===== config.mk =====
export PLATFORM = sky130hd
export DESIGN_NAME = pcm_power_clock_mode_control
export DESIGN_NICKNAME = d
export VERILOG_FILES = /design/src/pcm_pkg.sv /design/src/pcm_tick_if.sv /design/src/pcm_cycle_gen.sv /design/src/pcm_power_clock_mode_control.sv /design/src/pcm_reset_ctl.sv
export SDC_FILE = /design/constraint.sdc
export NUM_CORES = 1
export LEC_CHECK = 0
export BUFFER_PORTS_ARGS = -buffer_cell sky130_fd_sc_hd__clkbuf_2
export CAP_MARGIN = 20
export CORE_AREA = 4 4 102 104
export CTS_BUF_LIST = sky130_fd_sc_hd__clkbuf_4 sky130_fd_sc_hd__clkbuf_8 sky130_fd_sc_hd__clkbuf_16
export CTS_CLUSTER_DIAMETER = 40
export DETAILED_ROUTE_END_ITERATION = 6
export DIE_AREA = 0 0 106 108
export PLACE_DENSITY = 0.78
export SETUP_SLACK_MARGIN = 0.1
export SLEW_MARGIN = 25
export SYNTH_ARGS = -nofsm -noshare
export SYNTH_HDL_FRONTEND = slang
export SYNTH_SLANG_ARGS = --single-unit

===== constraint.sdc =====
create_clock -name MCLK -period 2.19 [get_ports MCLK]
set_input_delay 0.219 -clock MCLK [delete_from_list [all_inputs] [get_ports MCLK]]
set_output_delay 0.219 -clock MCLK [all_outputs]
set_load 0.05 [all_outputs]

===== src/pcm_pkg.sv =====
// Shared constants and types for the power and clock mode control block
package pcm_pkg;
  // Register byte offsets
  localparam logic [7:0] OFF_PMODE = 8'h00;
  localparam logic [7:0] OFF_EXT = 8'h04;
  localparam logic [7:0] OFF_PCTL = 8'h08;
  localparam logic [7:0] OFF_STAT = 8'h0c;
  localparam logic [7:0] OFF_IRQ = 8'h10;
  localparam logic [7:0] OFF_WDG = 8'h14;
  // power_mode_reg fields
  localparam int PM_DIV_HI = 7;
  localparam int PM_DIV_LO = 6;
  localparam int PM_SWB = 5;
  // extended_irq_flag_reg fields
  localparam int EX_SRC_SEL = 3;
  localparam int EX_SRC_IND = 2;
  localparam int EX_WAKE_RC = 1;
  localparam int EX_AMP_OFF = 0;
  // power_control_reg, status, interrupt and watchdog fields
  localparam int PC_PD = 1;
  localparam int ST_POR = 0;
  localparam int ST_WDIF = 1;
  localparam int ST_WDRF = 2;
  localparam int ST_CRYSTAL_READY_FLAG = 4;
  localparam int IR_EN = 1;
  localparam int IR_LVL = 3;
  localparam int IR_GE = 7;
  localparam int WD_REN = 0;
  localparam int WD_CLR = 1;
  // Reset values
  localparam logic [7:0] PM_RST = 8'h40;
  localparam logic EX_SRC_RST = 1'b1;
  // Machine-cycle divide codes and last clock index of a machine cycle
  typedef enum logic [1:0] {
    DIV_RSV = 2'h0, DIV_4 = 2'h1, DIV_64 = 2'h2, DIV_1024 = 2'h3
  } pcm_div_t;
  localparam logic [9:0] LAST_4 = 10'h003;
  localparam logic [9:0] LAST_64 = 10'h03f;
  localparam logic [9:0] LAST_1024 = 10'h3ff;
  // Watchdog reset delay in oscillator clocks, reset stretch in machine cycles
  localparam int unsigned WDT_RST_CLKS = 512;
  localparam logic [9:0] WDT_LAST = 10'(WDT_RST_CLKS - 1);
  localparam int unsigned RST_STRETCH_MC = 2;
  localparam logic [9:0] RST_STRETCH_LAST = 10'(RST_STRETCH_MC - 1);
  // Idle peripheral rate is clock/4
  localparam logic [1:0] IDLE_LAST = 2'h3;
  // Bus responses
  localparam logic [1:0] RESP_OKAY = 2'h0;
  localparam logic [1:0] RESP_SLVERR = 2'h2;
  // Synchronised pin slots
  localparam int NSYNC = 5;
  localparam int SY_RST = 0;
  localparam int SY_RXD = 1;
  localparam int SY_INT = 3;
  localparam int SY_XTAL = 4;
  localparam logic [4:0] SYNC_RST = 5'h0e;
  // States
  typedef enum logic [1:0] {PWR_RUN = 2'b01, PWR_DOWN = 2'b10} pcm_pwr_t;
  typedef enum logic [3:0] {
    RS_IDLE = 4'b0001, RS_WDWAIT = 4'b0010, RS_HOLD = 4'b0100, RS_STRETCH = 4'b1000
  } pcm_rst_st_t;
endpackage


===== src/pcm_tick_if.sv =====
// Machine-cycle timing signals shared between the block's parts
interface pcm_tick_if;
  logic run;
  pcm_pkg::pcm_div_t div_req;
  logic tick;
  modport gen (input run, input div_req, output tick);
  modport usr (input run, input tick);
endinterface

===== src/pcm_cycle_gen.sv =====
// Machine-cycle strobe generator with boundary-aligned rate changes
module pcm_cycle_gen (
  // Clock and reset
  input wire logic clk,
  input wire logic rst,
  // Rate request in, machine-cycle strobe out
  pcm_tick_if.gen tif
);
  typedef struct packed {
    logic [9:0] cnt;
    pcm_pkg::pcm_div_t cur;
    logic tick;
  } pcm_gen_t;

  pcm_gen_t s_q;
  pcm_gen_t s_d;
  logic [9:0] last;

  always_comb begin
    unique case (s_q.cur)
      pcm_pkg::DIV_64: last = pcm_pkg::LAST_64;
      pcm_pkg::DIV_1024: last = pcm_pkg::LAST_1024;
      default: last = pcm_pkg::LAST_4;
    endcase
    s_d = s_q;
    s_d.tick = 1'b0;
    // Stopped clock freezes the count where it stands
    if (tif.run) begin
      if (s_q.cnt == last) begin
        s_d.cnt = '0;
        s_d.tick = 1'b1;
        // New rate only at a wrap, so no short machine cycle appears
        s_d.cur = tif.div_req;
      end else begin
        s_d.cnt = s_q.cnt + 10'h001;
      end
    end
  end

  always_ff @(posedge clk) begin
    if (rst) begin
      s_q.cnt <= '0;
      s_q.cur <= pcm_pkg::DIV_4;
      s_q.tick <= 1'b0;
    end else begin
      s_q <= s_d;
    end
  end

  assign tif.tick = s_q.tick;
endmodule


===== src/pcm_power_clock_mode_control.sv =====
// Clock rate, clock source and power state control with an AXI4-Lite slave
//
// Contract
// - Divide field codes 01, 10, 11 give 4, 64, 1024 clocks; 00 reserved.
// - Reset and default rate is four clocks per machine cycle.
// - Economy: peripherals follow core rate; idle: peripherals run at clock/4.
// - A new rate takes effect one instruction cycle after its write.
// - Source select picks crystal or RC; indicator shows it; one-instruction delay.
// - Crystal-ready flag set after warm-up; crystal select ignored while it is 0.
// - Enabled switchback returns to /4 on serial activity or acknowledged interrupt.
// - Receive start-bit falling edge or transmit buffer write triggers switchback.
// - Switchback ignores serial flags; software may slow down again later.
// - Divide writes ignored during serial transfer while switchback enabled.
// - Watchdog, power-on or external reset forces the /4 rate.
// - Writing power-down stops clocks once the writing instruction completes.
// - In power-down both strobes low; port 0 floats with external program.
// - Reset pin high ends power-down and restarts at 0000h; watchdog cannot.
// - Enabled low-level external interrupt wakes from power-down and resumes.
// - Wake-source bit set: wake on RC, move to crystal once stable.
// - Reset pin sampled each machine cycle; hold it high two cycles.
// - Reset lasts while pin high plus two machine cycles, then 0000h.
// - Power-on reset sets power-on flag; software clears it after reading.
// - Watchdog timeout sets flag; uncleared for 512 clocks resets two cycles.
module pcm_power_clock_mode_control (
  // Clock and reset
  input wire logic MCLK,
  input wire logic RST,
  // AXI4-Lite write address and data
  input wire logic S_AXI_AWVALID,
  output logic S_AXI_AWREADY,
  input wire logic [7:0] S_AXI_AWADDR,
  input wire logic S_AXI_WVALID,
  output logic S_AXI_WREADY,
  input wire logic [31:0] S_AXI_WDATA,
  input wire logic [3:0] S_AXI_WSTRB,
  // AXI4-Lite write response
  output logic S_AXI_BVALID,
  input wire logic S_AXI_BREADY,
  output logic [1:0] S_AXI_BRESP,
  // AXI4-Lite read
  input wire logic S_AXI_ARVALID,
  output logic S_AXI_ARREADY,
  input wire logic [7:0] S_AXI_ARADDR,
  output logic S_AXI_RVALID,
  input wire logic S_AXI_RREADY,
  output logic [31:0] S_AXI_RDATA,
  output logic [1:0] S_AXI_RRESP,
  // Pins from outside this clock domain
  input wire logic RST_PIN,
  input wire logic RXD,
  input wire logic [1:0] INT_N,
  input wire logic XTAL_STABLE,
  // Core and peripheral events on this clock
  input wire logic INSTR_END,
  input wire logic IDLE,
  input wire logic REN,
  input wire logic TX_BUF_WR,
  input wire logic SER_BUSY,
  input wire logic [1:0] IRQ_ACK,
  input wire logic WDT_TIMEOUT,
  input wire logic EXT_PROG,
  // Clock, source and power outputs
  output logic MC_TICK,
  output logic PERIPH_TICK,
  output logic CLK_RUN,
  output logic OSC_USE_CRYSTAL,
  output logic XTAL_AMP_EN,
  output logic CORE_RESET,
  output logic ALE_FORCE_LOW,
  output logic PROGRAM_STORE_STROBE_FORCE_LOW,
  output logic PORT0_FLOAT
);

  ////////////////////////////////////////////////////////////////////////////
  // State

  typedef struct packed {
    logic [pcm_pkg::NSYNC-1:0] sy1;
    logic [pcm_pkg::NSYNC-1:0] sy2;
    logic rx_prev;
    logic aw_have;
    logic [7:0] aw_addr;
    logic w_have;
    logic [7:0] w_data;
    logic w_be;
    logic awr;
    logic wr;
    logic arr;
    logic bvalid;
    logic [1:0] bresp;
    logic rvalid;
    logic [7:0] rdata;
    logic [1:0] rresp;
    pcm_pkg::pcm_div_t div_reg;
    pcm_pkg::pcm_div_t div_req;
    logic div_pend;
    logic swb_en;
    logic osc_sel;
    logic osc_cur;
    logic src_pend;
    logic src_arm;
    logic amp_off;
    logic wake_rc;
    logic auto_xt;
    logic xt_rdy;
    logic ge;
    logic [1:0] ie;
    logic [1:0] lvl;
    logic wdt_ren;
    logic wdt_clr;
    pcm_pkg::pcm_pwr_t pwr;
    logic pd_pend;
    logic por_f;
    logic wdif;
    logic wdrf;
    logic [1:0] p4;
    logic ptick;
    logic core_rst;
    logic xamp;
    logic strb_low;
    logic p0f;
  } pcm_main_t;

  pcm_main_t s_q;
  pcm_main_t s_d;

  pcm_tick_if tif ();

  logic core_rst;
  logic wd_fire;
  logic pin_hi;
  logic rx_fall;
  logic [1:0] int_low;
  logic wr_go;
  logic [7:0] wr_off;
  logic [7:0] rd_off;
  logic [7:0] rd;
  logic rd_hit;
  logic wr_hit;
  logic swb_evt;
  logic wake_irq;

  ////////////////////////////////////////////////////////////////////////////
  // Machine-cycle timing and reset handling

  assign tif.run = (s_d.pwr == pcm_pkg::PWR_RUN);
  assign tif.div_req = s_q.div_req;

  pcm_cycle_gen u_gen (
    .clk (MCLK),
    .rst (RST),
    .tif (tif)
  );

  pcm_reset_ctl u_rst (
    .clk (MCLK),
    .rst (RST),
    .tif (tif),
    .pin_hi (pin_hi),
    .wdt_to (WDT_TIMEOUT),
    .wdt_clr (s_q.wdt_clr),
    .wdt_ren (s_q.wdt_ren),
    .core_rst (core_rst),
    .wd_fire (wd_fire)
  );

  ////////////////////////////////////////////////////////////////////////////
  // Next state

  always_comb begin
    s_d = s_q;
    pin_hi = s_q.sy2[pcm_pkg::SY_RST];
    int_low = ~s_q.sy2[pcm_pkg::SY_INT -: 2];
    rx_fall = s_q.rx_prev && !s_q.sy2[pcm_pkg::SY_RXD];
    wr_go = s_q.aw_have && s_q.w_have && !s_q.bvalid;
    wr_off = {s_q.aw_addr[7:2], 2'b00};
    rd_off = {S_AXI_ARADDR[7:2], 2'b00};
    rd = '0;
    rd_hit = 1'b1;
    wr_hit = 1'b1;
    swb_evt = 1'b0;
    wake_irq = 1'b0;

    // Two-stage pin synchroniser
    s_d.sy1 = {XTAL_STABLE, INT_N, RXD, RST_PIN};
    s_d.sy2 = s_q.sy1;
    s_d.rx_prev = s_q.sy2[pcm_pkg::SY_RXD];
    s_d.wdt_clr = 1'b0;

    // Bus channel acceptance
    if (S_AXI_AWVALID && s_q.awr) begin
      s_d.aw_have = 1'b1;
      s_d.aw_addr = S_AXI_AWADDR;
    end
    if (S_AXI_WVALID && s_q.wr) begin
      s_d.w_have = 1'b1;
      s_d.w_data = S_AXI_WDATA[7:0];
      s_d.w_be = S_AXI_WSTRB[0];
    end
    if (s_q.bvalid && S_AXI_BREADY) begin
      s_d.bvalid = 1'b0;
    end
    if (s_q.rvalid && S_AXI_RREADY) begin
      s_d.rvalid = 1'b0;
    end

    ////////////////////////////////////////////////////////////////////////
    // Register writes; all fields sit in byte lane 0
    if (wr_go) begin
      s_d.aw_have = 1'b0;
      s_d.w_have = 1'b0;
      s_d.bvalid = 1'b1;
      unique case (wr_off)
        pcm_pkg::OFF_PMODE: begin
          if (s_q.w_be) begin
            s_d.swb_en = s_q.w_data[pcm_pkg::PM_SWB];
            // Reserved code and writes during a serial transfer with switchback enabled leave the rate alone
            if (s_q.w_data[pcm_pkg::PM_DIV_HI -: 2] != pcm_pkg::DIV_RSV
                && !(s_q.swb_en && SER_BUSY)) begin
              s_d.div_reg = pcm_pkg::pcm_div_t'(s_q.w_data[pcm_pkg::PM_DIV_HI -: 2]);
              s_d.div_pend = 1'b1;
            end
          end
        end
        pcm_pkg::OFF_EXT: begin
          if (s_q.w_be) begin
            s_d.amp_off = s_q.w_data[pcm_pkg::EX_AMP_OFF];
            s_d.wake_rc = s_q.w_data[pcm_pkg::EX_WAKE_RC];
            // Crystal cannot be chosen before it is warm
            if (!s_q.w_data[pcm_pkg::EX_SRC_SEL] || s_q.xt_rdy) begin
              s_d.osc_sel = s_q.w_data[pcm_pkg::EX_SRC_SEL];
              s_d.src_pend = 1'b1;
            end
          end
        end
        pcm_pkg::OFF_PCTL: begin
          if (s_q.w_be && s_q.w_data[pcm_pkg::PC_PD]) begin
            s_d.pd_pend = 1'b1;
          end
        end
        pcm_pkg::OFF_STAT: begin
          if (s_q.w_be) begin
            if (s_q.w_data[pcm_pkg::ST_POR]) begin
              s_d.por_f = 1'b0;
            end
            if (s_q.w_data[pcm_pkg::ST_WDIF]) begin
              s_d.wdif = 1'b0;
            end
            if (s_q.w_data[pcm_pkg::ST_WDRF]) begin
              s_d.wdrf = 1'b0;
            end
          end
        end
        pcm_pkg::OFF_IRQ: begin
          if (s_q.w_be) begin
            s_d.ie = s_q.w_data[pcm_pkg::IR_EN -: 2];
            s_d.lvl = s_q.w_data[pcm_pkg::IR_LVL -: 2];
            s_d.ge = s_q.w_data[pcm_pkg::IR_GE];
          end
        end
        pcm_pkg::OFF_WDG: begin
          if (s_q.w_be) begin
            s_d.wdt_ren = s_q.w_data[pcm_pkg::WD_REN];
            s_d.wdt_clr = s_q.w_data[pcm_pkg::WD_CLR];
          end
        end
        default: wr_hit = 1'b0;
      endcase
      s_d.bresp = wr_hit ? pcm_pkg::RESP_OKAY : pcm_pkg::RESP_SLVERR;
    end

    ////////////////////////////////////////////////////////////////////////
    // Register reads
    if (S_AXI_ARVALID && s_q.arr) begin
      unique case (rd_off)
        pcm_pkg::OFF_PMODE: begin
          rd[pcm_pkg::PM_DIV_HI -: 2] = s_q.div_reg;
          rd[pcm_pkg::PM_SWB] = s_q.swb_en;
        end
        pcm_pkg::OFF_EXT: begin
          rd[pcm_pkg::EX_SRC_SEL] = s_q.osc_sel;
          rd[pcm_pkg::EX_SRC_IND] = !s_q.osc_cur;
          rd[pcm_pkg::EX_WAKE_RC] = s_q.wake_rc;
          rd[pcm_pkg::EX_AMP_OFF] = s_q.amp_off;
        end
        pcm_pkg::OFF_PCTL: rd[pcm_pkg::PC_PD] = s_q.pd_pend;
        pcm_pkg::OFF_STAT: begin
          rd[pcm_pkg::ST_POR] = s_q.por_f;
          rd[pcm_pkg::ST_WDIF] = s_q.wdif;
          rd[pcm_pkg::ST_WDRF] = s_q.wdrf;
          rd[pcm_pkg::ST_CRYSTAL_READY_FLAG] = s_q.xt_rdy;
        end
        pcm_pkg::OFF_IRQ: begin
          rd[pcm_pkg::IR_EN -: 2] = s_q.ie;
          rd[pcm_pkg::IR_LVL -: 2] = s_q.lvl;
          rd[pcm_pkg::IR_GE] = s_q.ge;
        end
        pcm_pkg::OFF_WDG: rd[pcm_pkg::WD_REN] = s_q.wdt_ren;
        default: rd_hit = 1'b0;
      endcase
      s_d.rvalid = 1'b1;
      s_d.rdata = rd;
      s_d.rresp = rd_hit ? pcm_pkg::RESP_OKAY : pcm_pkg::RESP_SLVERR;
    end

    ////////////////////////////////////////////////////////////////////////
    // Delayed rate and source hand-over
    // The generator loads div_req only at a wrap, so the rate moves
    // at the first boundary after the writing instruction has ended.
    if (INSTR_END && s_q.div_pend) begin
      s_d.div_req = s_q.div_reg;
      s_d.div_pend = 1'b0;
    end
    if (INSTR_END && s_q.src_pend) begin
      s_d.src_arm = 1'b1;
      s_d.src_pend = 1'b0;
    end
    if (tif.tick && s_q.src_arm) begin
      s_d.osc_cur = s_q.osc_sel;
      s_d.src_arm = 1'b0;
    end
    // After an RC wake-up, return to the crystal once it is warm
    if (tif.tick && s_q.auto_xt && s_q.xt_rdy) begin
      s_d.osc_cur = s_q.osc_sel;
      s_d.auto_xt = 1'b0;
    end
    s_d.xt_rdy = s_q.sy2[pcm_pkg::SY_XTAL] && !s_q.amp_off && !s_q.strb_low;

    ////////////////////////////////////////////////////////////////////////
    // Switchback; serial interrupt flags play no part in it
    swb_evt = s_q.swb_en && ((rx_fall && REN) || TX_BUF_WR
              || (s_q.ge && |(IRQ_ACK & s_q.ie)));
    if (swb_evt) begin
      s_d.div_reg = pcm_pkg::DIV_4;
      s_d.div_req = pcm_pkg::DIV_4;
      s_d.div_pend = 1'b0;
    end

    ////////////////////////////////////////////////////////////////////////
    // Power state
    wake_irq = s_q.ge && |(int_low & s_q.ie & s_q.lvl);
    unique case (s_q.pwr)
      pcm_pkg::PWR_RUN: begin
        if (s_q.pd_pend && INSTR_END) begin
          s_d.pwr = pcm_pkg::PWR_DOWN;
          s_d.pd_pend = 1'b0;
        end
      end
      pcm_pkg::PWR_DOWN: begin
        // Watchdog events cannot reach here: its counter needs the clock
        if (pin_hi) begin
          s_d.pwr = pcm_pkg::PWR_RUN;
        end else if (wake_irq) begin
          s_d.pwr = pcm_pkg::PWR_RUN;
          if (s_q.wake_rc) begin
            s_d.osc_cur = 1'b0;
            s_d.auto_xt = s_q.osc_sel;
          end
        end
      end
    endcase

    ////////////////////////////////////////////////////////////////////////
    // Flags: a hardware set wins over a software clear
    if (WDT_TIMEOUT) begin
      s_d.wdif = 1'b1;
    end
    if (wd_fire) begin
      s_d.wdrf = 1'b1;
    end

    // Any core reset forces the fast rate and cancels power-down
    if (core_rst) begin
      s_d.div_reg = pcm_pkg::DIV_4;
      s_d.div_req = pcm_pkg::DIV_4;
      s_d.div_pend = 1'b0;
      s_d.pd_pend = 1'b0;
      s_d.pwr = pcm_pkg::PWR_RUN;
    end
    s_d.core_rst = core_rst;

    ////////////////////////////////////////////////////////////////////////
    // Peripheral rate: core rate in economy, clock/4 in idle
    s_d.p4 = s_q.p4 + 2'h1;
    s_d.ptick = IDLE ? (s_d.pwr == pcm_pkg::PWR_RUN && s_q.p4 == pcm_pkg::IDLE_LAST)
                : tif.tick;

    // Pin states in power-down
    s_d.strb_low = (s_d.pwr == pcm_pkg::PWR_DOWN);
    s_d.p0f = s_d.strb_low && EXT_PROG;
    s_d.xamp = !s_d.amp_off && !s_d.strb_low;

    // Channel readies; one write and one read in flight at a time
    s_d.awr = !s_d.aw_have && !s_d.bvalid;
    s_d.wr = !s_d.w_have && !s_d.bvalid;
    s_d.arr = !s_d.rvalid;
  end

  ////////////////////////////////////////////////////////////////////////////
  // Registers

  always_ff @(posedge MCLK) begin
    if (RST) begin
      s_q <= '0;
      s_q.sy1 <= pcm_pkg::SYNC_RST;
      s_q.sy2 <= pcm_pkg::SYNC_RST;
      s_q.rx_prev <= 1'b1;
      s_q.div_reg <= pcm_pkg::pcm_div_t'(pcm_pkg::PM_RST[pcm_pkg::PM_DIV_HI -: 2]);
      s_q.div_req <= pcm_pkg::DIV_4;
      s_q.swb_en <= pcm_pkg::PM_RST[pcm_pkg::PM_SWB];
      s_q.osc_sel <= pcm_pkg::EX_SRC_RST;
      s_q.osc_cur <= pcm_pkg::EX_SRC_RST;
      s_q.pwr <= pcm_pkg::PWR_RUN;
      s_q.por_f <= 1'b1;
      s_q.xamp <= 1'b1;
    end else begin
      s_q <= s_d;
    end
  end

  ////////////////////////////////////////////////////////////////////////////
  // Outputs

  assign S_AXI_AWREADY = s_q.awr;
  assign S_AXI_WREADY = s_q.wr;
  assign S_AXI_BVALID = s_q.bvalid;
  assign S_AXI_BRESP = s_q.bresp;
  assign S_AXI_ARREADY = s_q.arr;
  assign S_AXI_RVALID = s_q.rvalid;
  assign S_AXI_RDATA = {24'h000000, s_q.rdata};
  assign S_AXI_RRESP = s_q.rresp;
  assign MC_TICK = tif.tick;
  assign PERIPH_TICK = s_q.ptick;
  assign CLK_RUN = !s_q.strb_low;
  assign OSC_USE_CRYSTAL = s_q.osc_cur;
  assign XTAL_AMP_EN = s_q.xamp;
  assign CORE_RESET = s_q.core_rst;
  assign ALE_FORCE_LOW = s_q.strb_low;
  assign PROGRAM_STORE_STROBE_FORCE_LOW = s_q.strb_low;
  assign PORT0_FLOAT = s_q.p0f;
endmodule


===== src/pcm_reset_ctl.sv =====
// Reset pin sampling, reset stretching and watchdog reset timing
module pcm_reset_ctl (
  // Clock and reset
  input wire logic clk,
  input wire logic rst,
  // Machine-cycle timing
  pcm_tick_if.usr tif,
  // Reset sources
  input wire logic pin_hi,
  input wire logic wdt_to,
  input wire logic wdt_clr,
  input wire logic wdt_ren,
  // Results
  output logic core_rst,
  output logic wd_fire
);
  typedef struct packed {
    pcm_pkg::pcm_rst_st_t st;
    logic [9:0] cnt;
    logic rst_o;
    logic fire;
  } pcm_rs_t;

  pcm_rs_t s_q;
  pcm_rs_t s_d;

  always_comb begin
    s_d = s_q;
    s_d.fire = 1'b0;
    unique case (s_q.st)
      pcm_pkg::RS_IDLE: begin
        if (tif.tick && pin_hi) begin
          s_d.st = pcm_pkg::RS_HOLD;
        end else if (wdt_to && wdt_ren) begin
          s_d.st = pcm_pkg::RS_WDWAIT;
          s_d.cnt = '0;
        end
      end
      pcm_pkg::RS_WDWAIT: begin
        if (tif.tick && pin_hi) begin
          s_d.st = pcm_pkg::RS_HOLD;
        end else if (wdt_clr) begin
          s_d.st = pcm_pkg::RS_IDLE;
        end else if (s_q.cnt == pcm_pkg::WDT_LAST) begin
          if (tif.tick) begin
            s_d.st = pcm_pkg::RS_STRETCH;
            s_d.cnt = '0;
            s_d.fire = 1'b1;
          end
        end else if (tif.run) begin
          s_d.cnt = s_q.cnt + 10'h001;
        end
      end
      pcm_pkg::RS_HOLD: begin
        if (tif.tick && !pin_hi) begin
          s_d.st = pcm_pkg::RS_STRETCH;
          s_d.cnt = '0;
        end
      end
      pcm_pkg::RS_STRETCH: begin
        if (tif.tick) begin
          if (pin_hi) begin
            s_d.st = pcm_pkg::RS_HOLD;
          end else if (s_q.cnt == pcm_pkg::RST_STRETCH_LAST) begin
            s_d.st = pcm_pkg::RS_IDLE;
          end else begin
            s_d.cnt = s_q.cnt + 10'h001;
          end
        end
      end
    endcase
    s_d.rst_o = (s_d.st == pcm_pkg::RS_HOLD) || (s_d.st == pcm_pkg::RS_STRETCH);
  end

  always_ff @(posedge clk) begin
    if (rst) begin
      s_q.st <= pcm_pkg::RS_IDLE;
      s_q.cnt <= '0;
      s_q.rst_o <= 1'b0;
      s_q.fire <= 1'b0;
    end else begin
      s_q <= s_d;
    end
  end

  assign core_rst = s_q.rst_o;
  assign wd_fire = s_q.fire;
endmodule


; ---- Yosys cells after proc, flatten, opt, wreduce, memory -nomap -nowiden
; Index checks and enable logic that the tools add are counted.
[classes]
mux = 74
n_reduce_logical = 83
bitwise_logic = 10
eq_ne = 36
add_sub_neg = 3
[op_table]
columns = operator, count
row1 = 2-to-1 mux 10 bit, 9
row2 = 2-to-1 mux 14 bit, 4
row3 = one-hot mux 14 bit (4 select lines), 1
row4 = logical AND 1 bit, 31
row5 = 2-to-1 mux 1 bit, 31
row6 = 2-to-1 mux 4 bit, 7
row7 = "== test 6 x 2 -> 1 bit, second input constant", 4
row8 = "== test 6 x 3 -> 1 bit, second input constant", 4
row9 = "adder 10 x 1 -> 10 bit, second input constant", 2
row10 = one-hot mux 10 bit (2 select lines), 1
row11 = AND reduction 4 bit, 5
row12 = nonzero test 2 bit, 9
row13 = 2-to-1 mux 2 bit, 8
row14 = 2-to-1 mux 3 bit, 5
row15 = zero test 1 bit, 14
row16 = "== test 6 x 1 -> 1 bit, second input constant", 2
row17 = zero test 6 bit, 2
row18 = "!= test 2 bit, second input constant", 6
row19 = AND reduction 3 bit, 4
row20 = OR reduction 2 bit, 6
row21 = OR reduction 6 bit, 2
row22 = 2-to-1 mux 11 bit, 1
row23 = "== test 10 x 1 -> 1 bit, second input constant", 1
row24 = == test 10 bit, 1
row25 = 25 further kinds, 46
[totals]
ff_bits = 110
out_inout_bits = 50
inputBits = 73
elab_cells = 257

; ---- Longest topological paths before layout
[logic_depth]
word_depth = 17
depth_mapped = 8

; ---- Hierarchy
; Synthesis repeated with hierarchy kept, for this count alone.
[hier_totals]
cells_unflattened = 559
hier_area_um2 = 4895.9
[modules_own_cells]
columns = module, n_inst, cells_per_inst, seq_area_each_um2, area_per_inst_um2
row1 = pcm_power_clock_mode_control, 1, 366, 1521.5, 3255.6
row2 = pcm_reset_ctl, 1, 129, 320.3, 1038.5
row3 = pcm_cycle_gen, 1, 64, 260.2, 601.8

; ---- Worst setup path after synthesis
; Ideal clock, no wire load.
[synth_timing]
path_type = register to register
start = register, netlist name u_gen.tif.tick
end = register u_rst.s_q[5] (netlist bit)
synth_period_minus_slack_ns = 2.302
setup_ns = 0.084
required_time_ns = 2.106
path_slack_ns = -0.112
arrival_time_ns = 2.217
path_buffers = 2
path_stages_with_launch = 9
path_cell_list = dfxtp_1 buf_4 and2b_2 nor2_1 a211oi_4 o311ai_4 or3_1 buf_6 o31ai_2
[synth_via]
elab_chain_len = 3
elab_cells_between_ends = 8
cone_classes = 5 x eq/ne / 3 x reduce/logical
[synth_rtl]
columns = element, line_no
row1 = "logical AND 1 bit, on equally long branches", "pcm_reset_ctl.sv:55, pcm_reset_ctl.sv:32, pcm_reset_ctl.sv:40"
row2 = != test 2 x 1 -> 1 bit (no line) / != test 2 bit (equally long branches), --
row3 = AND reduction 10 bit (no line) (*), --
row4 = "end, declared", pcm_reset_ctl.sv:24  ; pcm_rs_t s_q;
; Every way passes the cells marked *; elsewhere a longest branch is shown, timed or not.
; A chain may end at the register's enable or synchronous reset.

; ---- Worst setup path after layout
[layout_timing]
start = register u_rst.s_q[15] (netlist bit)
end = register u_rst.s_q[11] (netlist bit)
[layout_via]
elab_chain_len = 3
elab_cells_between_ends = 16
cone_classes = 14 x eq/ne / 1 x mux / 1 x reduce/logical
[layout_rtl]
columns = element, line_no
row1 = "== test 4 x 2 -> 1 bit, or another cell as far along", pcm_reset_ctl.sv:30  ; unique case (s_q.st)
row2 = "!= test 3 bit (no line), or another cell as far along", --
row3 = AND reduction 10 bit (no line), --
; Parallel ways exist; a longest one is shown, timed or not.

==> impl_results.md <==
* CTS root buf: clkbuf_8
* Startpoint type of the worst setup path: register
* Final total power at 3.660 mW
* DR vias at around 4200
* Final worst-path cycle share at 93.64%
* Share of post-route cells with drive strength above 1 at about 22%
* Static Leakage at roughly 2.2 nW
* F_max at 0.4876 GHz
* Post-detailed-route wirelength per cell at between 10 and 15 um
* Final setup viols at 0
* Synth cell types at 70
* Post-Synth Simple-Gate Area at between 20% and 30%
* Net count, final at 706
* R2R Setup Slk at ~0.14 ns
* CTS Buf Count at 9
* RSZ-0062 raised after global routing: true
* Synth Flop Type: dfxtp_1
* Starting Density at between 50 and 60%
* Number of synthesized flops with an enable pin at 0
* Max Fanout on Critical Path at 9
* Antenna Cells at 0
* Cells on worst reg2reg path at 6
* Measured slew at the worst slew-check pin at just under 0.6 ns
* Synthesized area at about 4900 sq um
* Max clock buf depth at 2
* Status: finished, final reports clean
* Hold Path Sink: s_d[72]$_SDFF_PP1_
* Std-Cell Rows at 36
* Worst Setup End Kind: register
* CTS H-tree lvls at 3
* Max Slew Vio Count at 0
* Setup TNS Final at 0 ns
* Final hold viol count at 0
* Core area at around 9500 sq um
* GPL Wtd Cong at 0.8454
* Die footprint at between 10000 and 15000 sq um
* Slew HR at around 61%
* DP HPWL at approximately 8000 um
* Most frequent cell after synthesis: dfxtp_1
* Worst setup path category: register to register
* Sequential fraction of the synthesis area at a little over two fifths
* Synth warnings at 0
* Vias in the first global route at 4006
* Final Instance Count excl. Fillers at about 770
* Max-cap violations at 0
* First-pass GRT wire length at 17660 um
* FFs w/ async S/R, synth at 0%
* Syn-to-layout area delta at 11.77%
* Minimum clock period at roughly 2.1 ns
* Hold Crit Depth at 2
* Iteration-0 DRC count of the detailed router at around 210
* Global Route Usage Sum at 18.53%
* Top-level I/O count at ~120
* Leading area contributor after synthesis: dfxtp_1
* Mapped Avg Cell Area at about 8.5 sq um
* CTS tree: built
* Largest family of logic cells by synthesized area: simple AND/OR/NAND/NOR gates
* # fillers at 850
* Max VDD drop at approximately 0.47 mV
* Initial antenna violation count at 0
* Clk_lat worst skew at between 0.3 and 0.4 ns
* Dpl cells at between 700 and 800
* Routed WL at 10780 um
* Fin Clk Skew at around 0.013 ns
* Syn Inst Count at ~580
* Reg2reg end: u_rst.s_q[11]$_SDFFE_PP0P_
* Final ANT Viol Nets at 0
* Vias/cell at about 5.5
* Worst hold start: RXD
* Arr. time, crit path at 2.31 ns
* Hold WS at around 0.047 ns
* Top post-synthesis cells by area: dfxtp_1 (43%), buf_4 (6.3%), nor2_1 (5.0%)
* IO Port Bufs at 64
* Die width at 106 um
* Post-synthesis compound-gate area fraction at ~16%
* Synth Area in XOR/XNOR at around 1.8%
* Largest net degree at the start of global routing at 47
* HP Class: input pin to register
* Mux cell area share after synthesis at 2.873%
* Pwr/cell area at roughly 670 nW/um^2
* Startpoint of the worst-slack reg-to-reg timing path: u_rst.s_q[15]$_SDFF_PP0_
* Die Span Y at between 100 and 150 um
* Clock transition at path regs at 0.09 ns
* Adder-Cell Fraction of Synth Area at under 10%
* Seq cells post-synth at roughly 110
* Gr ovfl total at 0
* Clock sinks at 105
* Most frequent cells after synthesis: dfxtp_1 (105), nor2_1 (66), nand2_1 (58)
* DRC Markers at 0
* Synth top area share at a little over two fifths
* Pre-antenna DRT Iters at 5
* Worst path required time at about 2.5 ns
==> cells in the final DEF (no fill, tap or decap), types with 3 or more instances in the layout <==
cell       n
dfxtp_1   96
a22oi_1    6
inv_1     16
conb_1    26
nor3_1    14
o21ai_0   12
xor2_1     9
clkbuf_8   9
nand2_1   56
nand4b_1   3
a21o_1     3
a21oi_1   48
nand2b_1   9
nor4_1     8
nor2_1    65
mux2i_1   13
and2_1     5
or2_2      8
clkbuf_2  64
nand3_1   26
o311ai_1   4
o22ai_1    3
nand4_1   11
nor2b_1   11
and3_1     7
ha_1       4
buf_4     16
a31oi_1    5
clkbuf_4   3
nor3b_1    3
dfxtp_2    8
==> power by group <==
| part | internal (mW) | total (mW) | switching, mW |
|---|---|---|---|
| clock | 0.688 | 1.33 | 0.641 |
| sequential | 1.95 | 1.99 | 0.0395 |
| combinational | 0.0883 | 0.337 | 0.249 |
| total | 2.73 | 3.66 | 0.929 |
==> what timing repair did <==
item                                    in CTS  in global routing
endpoints found under the setup margin       4                 21
cloned                                       0                  1
pin swaps                                    0                  2
resized for setup                            5                 16
buffers inserted                             0                  1
hold buffers                                 0                  0
==> per-stage QoR <==
stage,setup WS (ns),util (%),instance area (sq um)
finish,0.1392,57.60,5500
global route,0.06273,57.60,5500
CTS,0.1155,56.92,5435
detailed placement,0.02329,54.49,5204
global placement,0.1389,54.49,5204
floorplan,0.1589,-,5019
==> how the worst max path moves through the flow <==
| stage | start | to | slack (ns) | cells past startpoint |
|---|---|---|---|---|
| 2_1_floorplan | u_gen.tif.tick$_SDFF_PP0_ | u_rst.s_q[5]$_SDFFE_PP0P_ | 0.16 | 8 |
| 3_3_place_gp | u_rst.s_q[15]$_SDFF_PP0_ | u_rst.s_q[11]$_SDFFE_PP0P_ | 0.14 | 6 |
| 3_5_place_dp | u_rst.s_q[2]$_SDFFE_PP0P_ | u_rst.s_q[9]$_SDFFE_PP0P_ | 0.02 | 7 |
| 4_1_cts | u_rst.s_q[14]$_SDFF_PP0_ | u_rst.s_q[11]$_SDFFE_PP0P_ | 0.12 | 7 |
| 5_1_grt | u_rst.s_q[15]$_SDFF_PP0_ | u_rst.s_q[11]$_SDFFE_PP0P_ | 0.06 | 6 |
| 6_report | u_rst.s_q[15]$_SDFF_PP0_ | u_rst.s_q[11]$_SDFFE_PP0P_ | 0.14 | 6 |
==> final cells by class <==
class | count | area, sq um | area share, %
inverters | 16 | 60.06 | 1.092
multi-input cells | 417 | 2495 | 45.36
clock inverters | 4 | 76.32 | 1.388
well taps | 133 | 166.4 | 3.025
flip-flops and latches | 105 | 2116 | 38.47
repair buffers | 80 | 440.4 | 8.007
clock buffers | 12 | 146.4 | 2.662
==> logic make-up after synthesis <==
family                   Yosys count
other                              1
multiplexers                      14
buffers and inverters             80
AO/OA/AOI/OAI                    112
AND/OR/NAND/NOR                  250
flip-flops                       105
adder cells (fa/ha/maj)            4
XOR/XNOR                          10
==> registers in the layout, summed over array words and instances (netlist names), 2 cells and up <==
register and cells:
s_q 46, tif.div_req 2, S_AXI_RDATA 8, s_d 6, u_rst.s_q 14, u_gen.s_q 12
==> routing by layer <==
metal  GRT usage, %  share of wire [%]  routed length [um]  vias to the layer above
li1               -                  -                   -                     2064
met5              0                  0                   0                        -
met3          3.104                5.4                 578                       25
met1          22.33                 42                4539                     1995
met2          32.56                 50                5377                      147
met4          8.418                2.7                 287                        0
==> worst max-delay path, stage by stage (launching register included) <==
cell and delay [ns]:
dfxtp_2 0.38, or4b_4 0.59, a31oi_4 0.21, a21oi_1 0.10, or3_4 0.35, buf_4 0.16
o41ai_2 0.18
No activity file was read; power rests on OpenSTA's default activity.
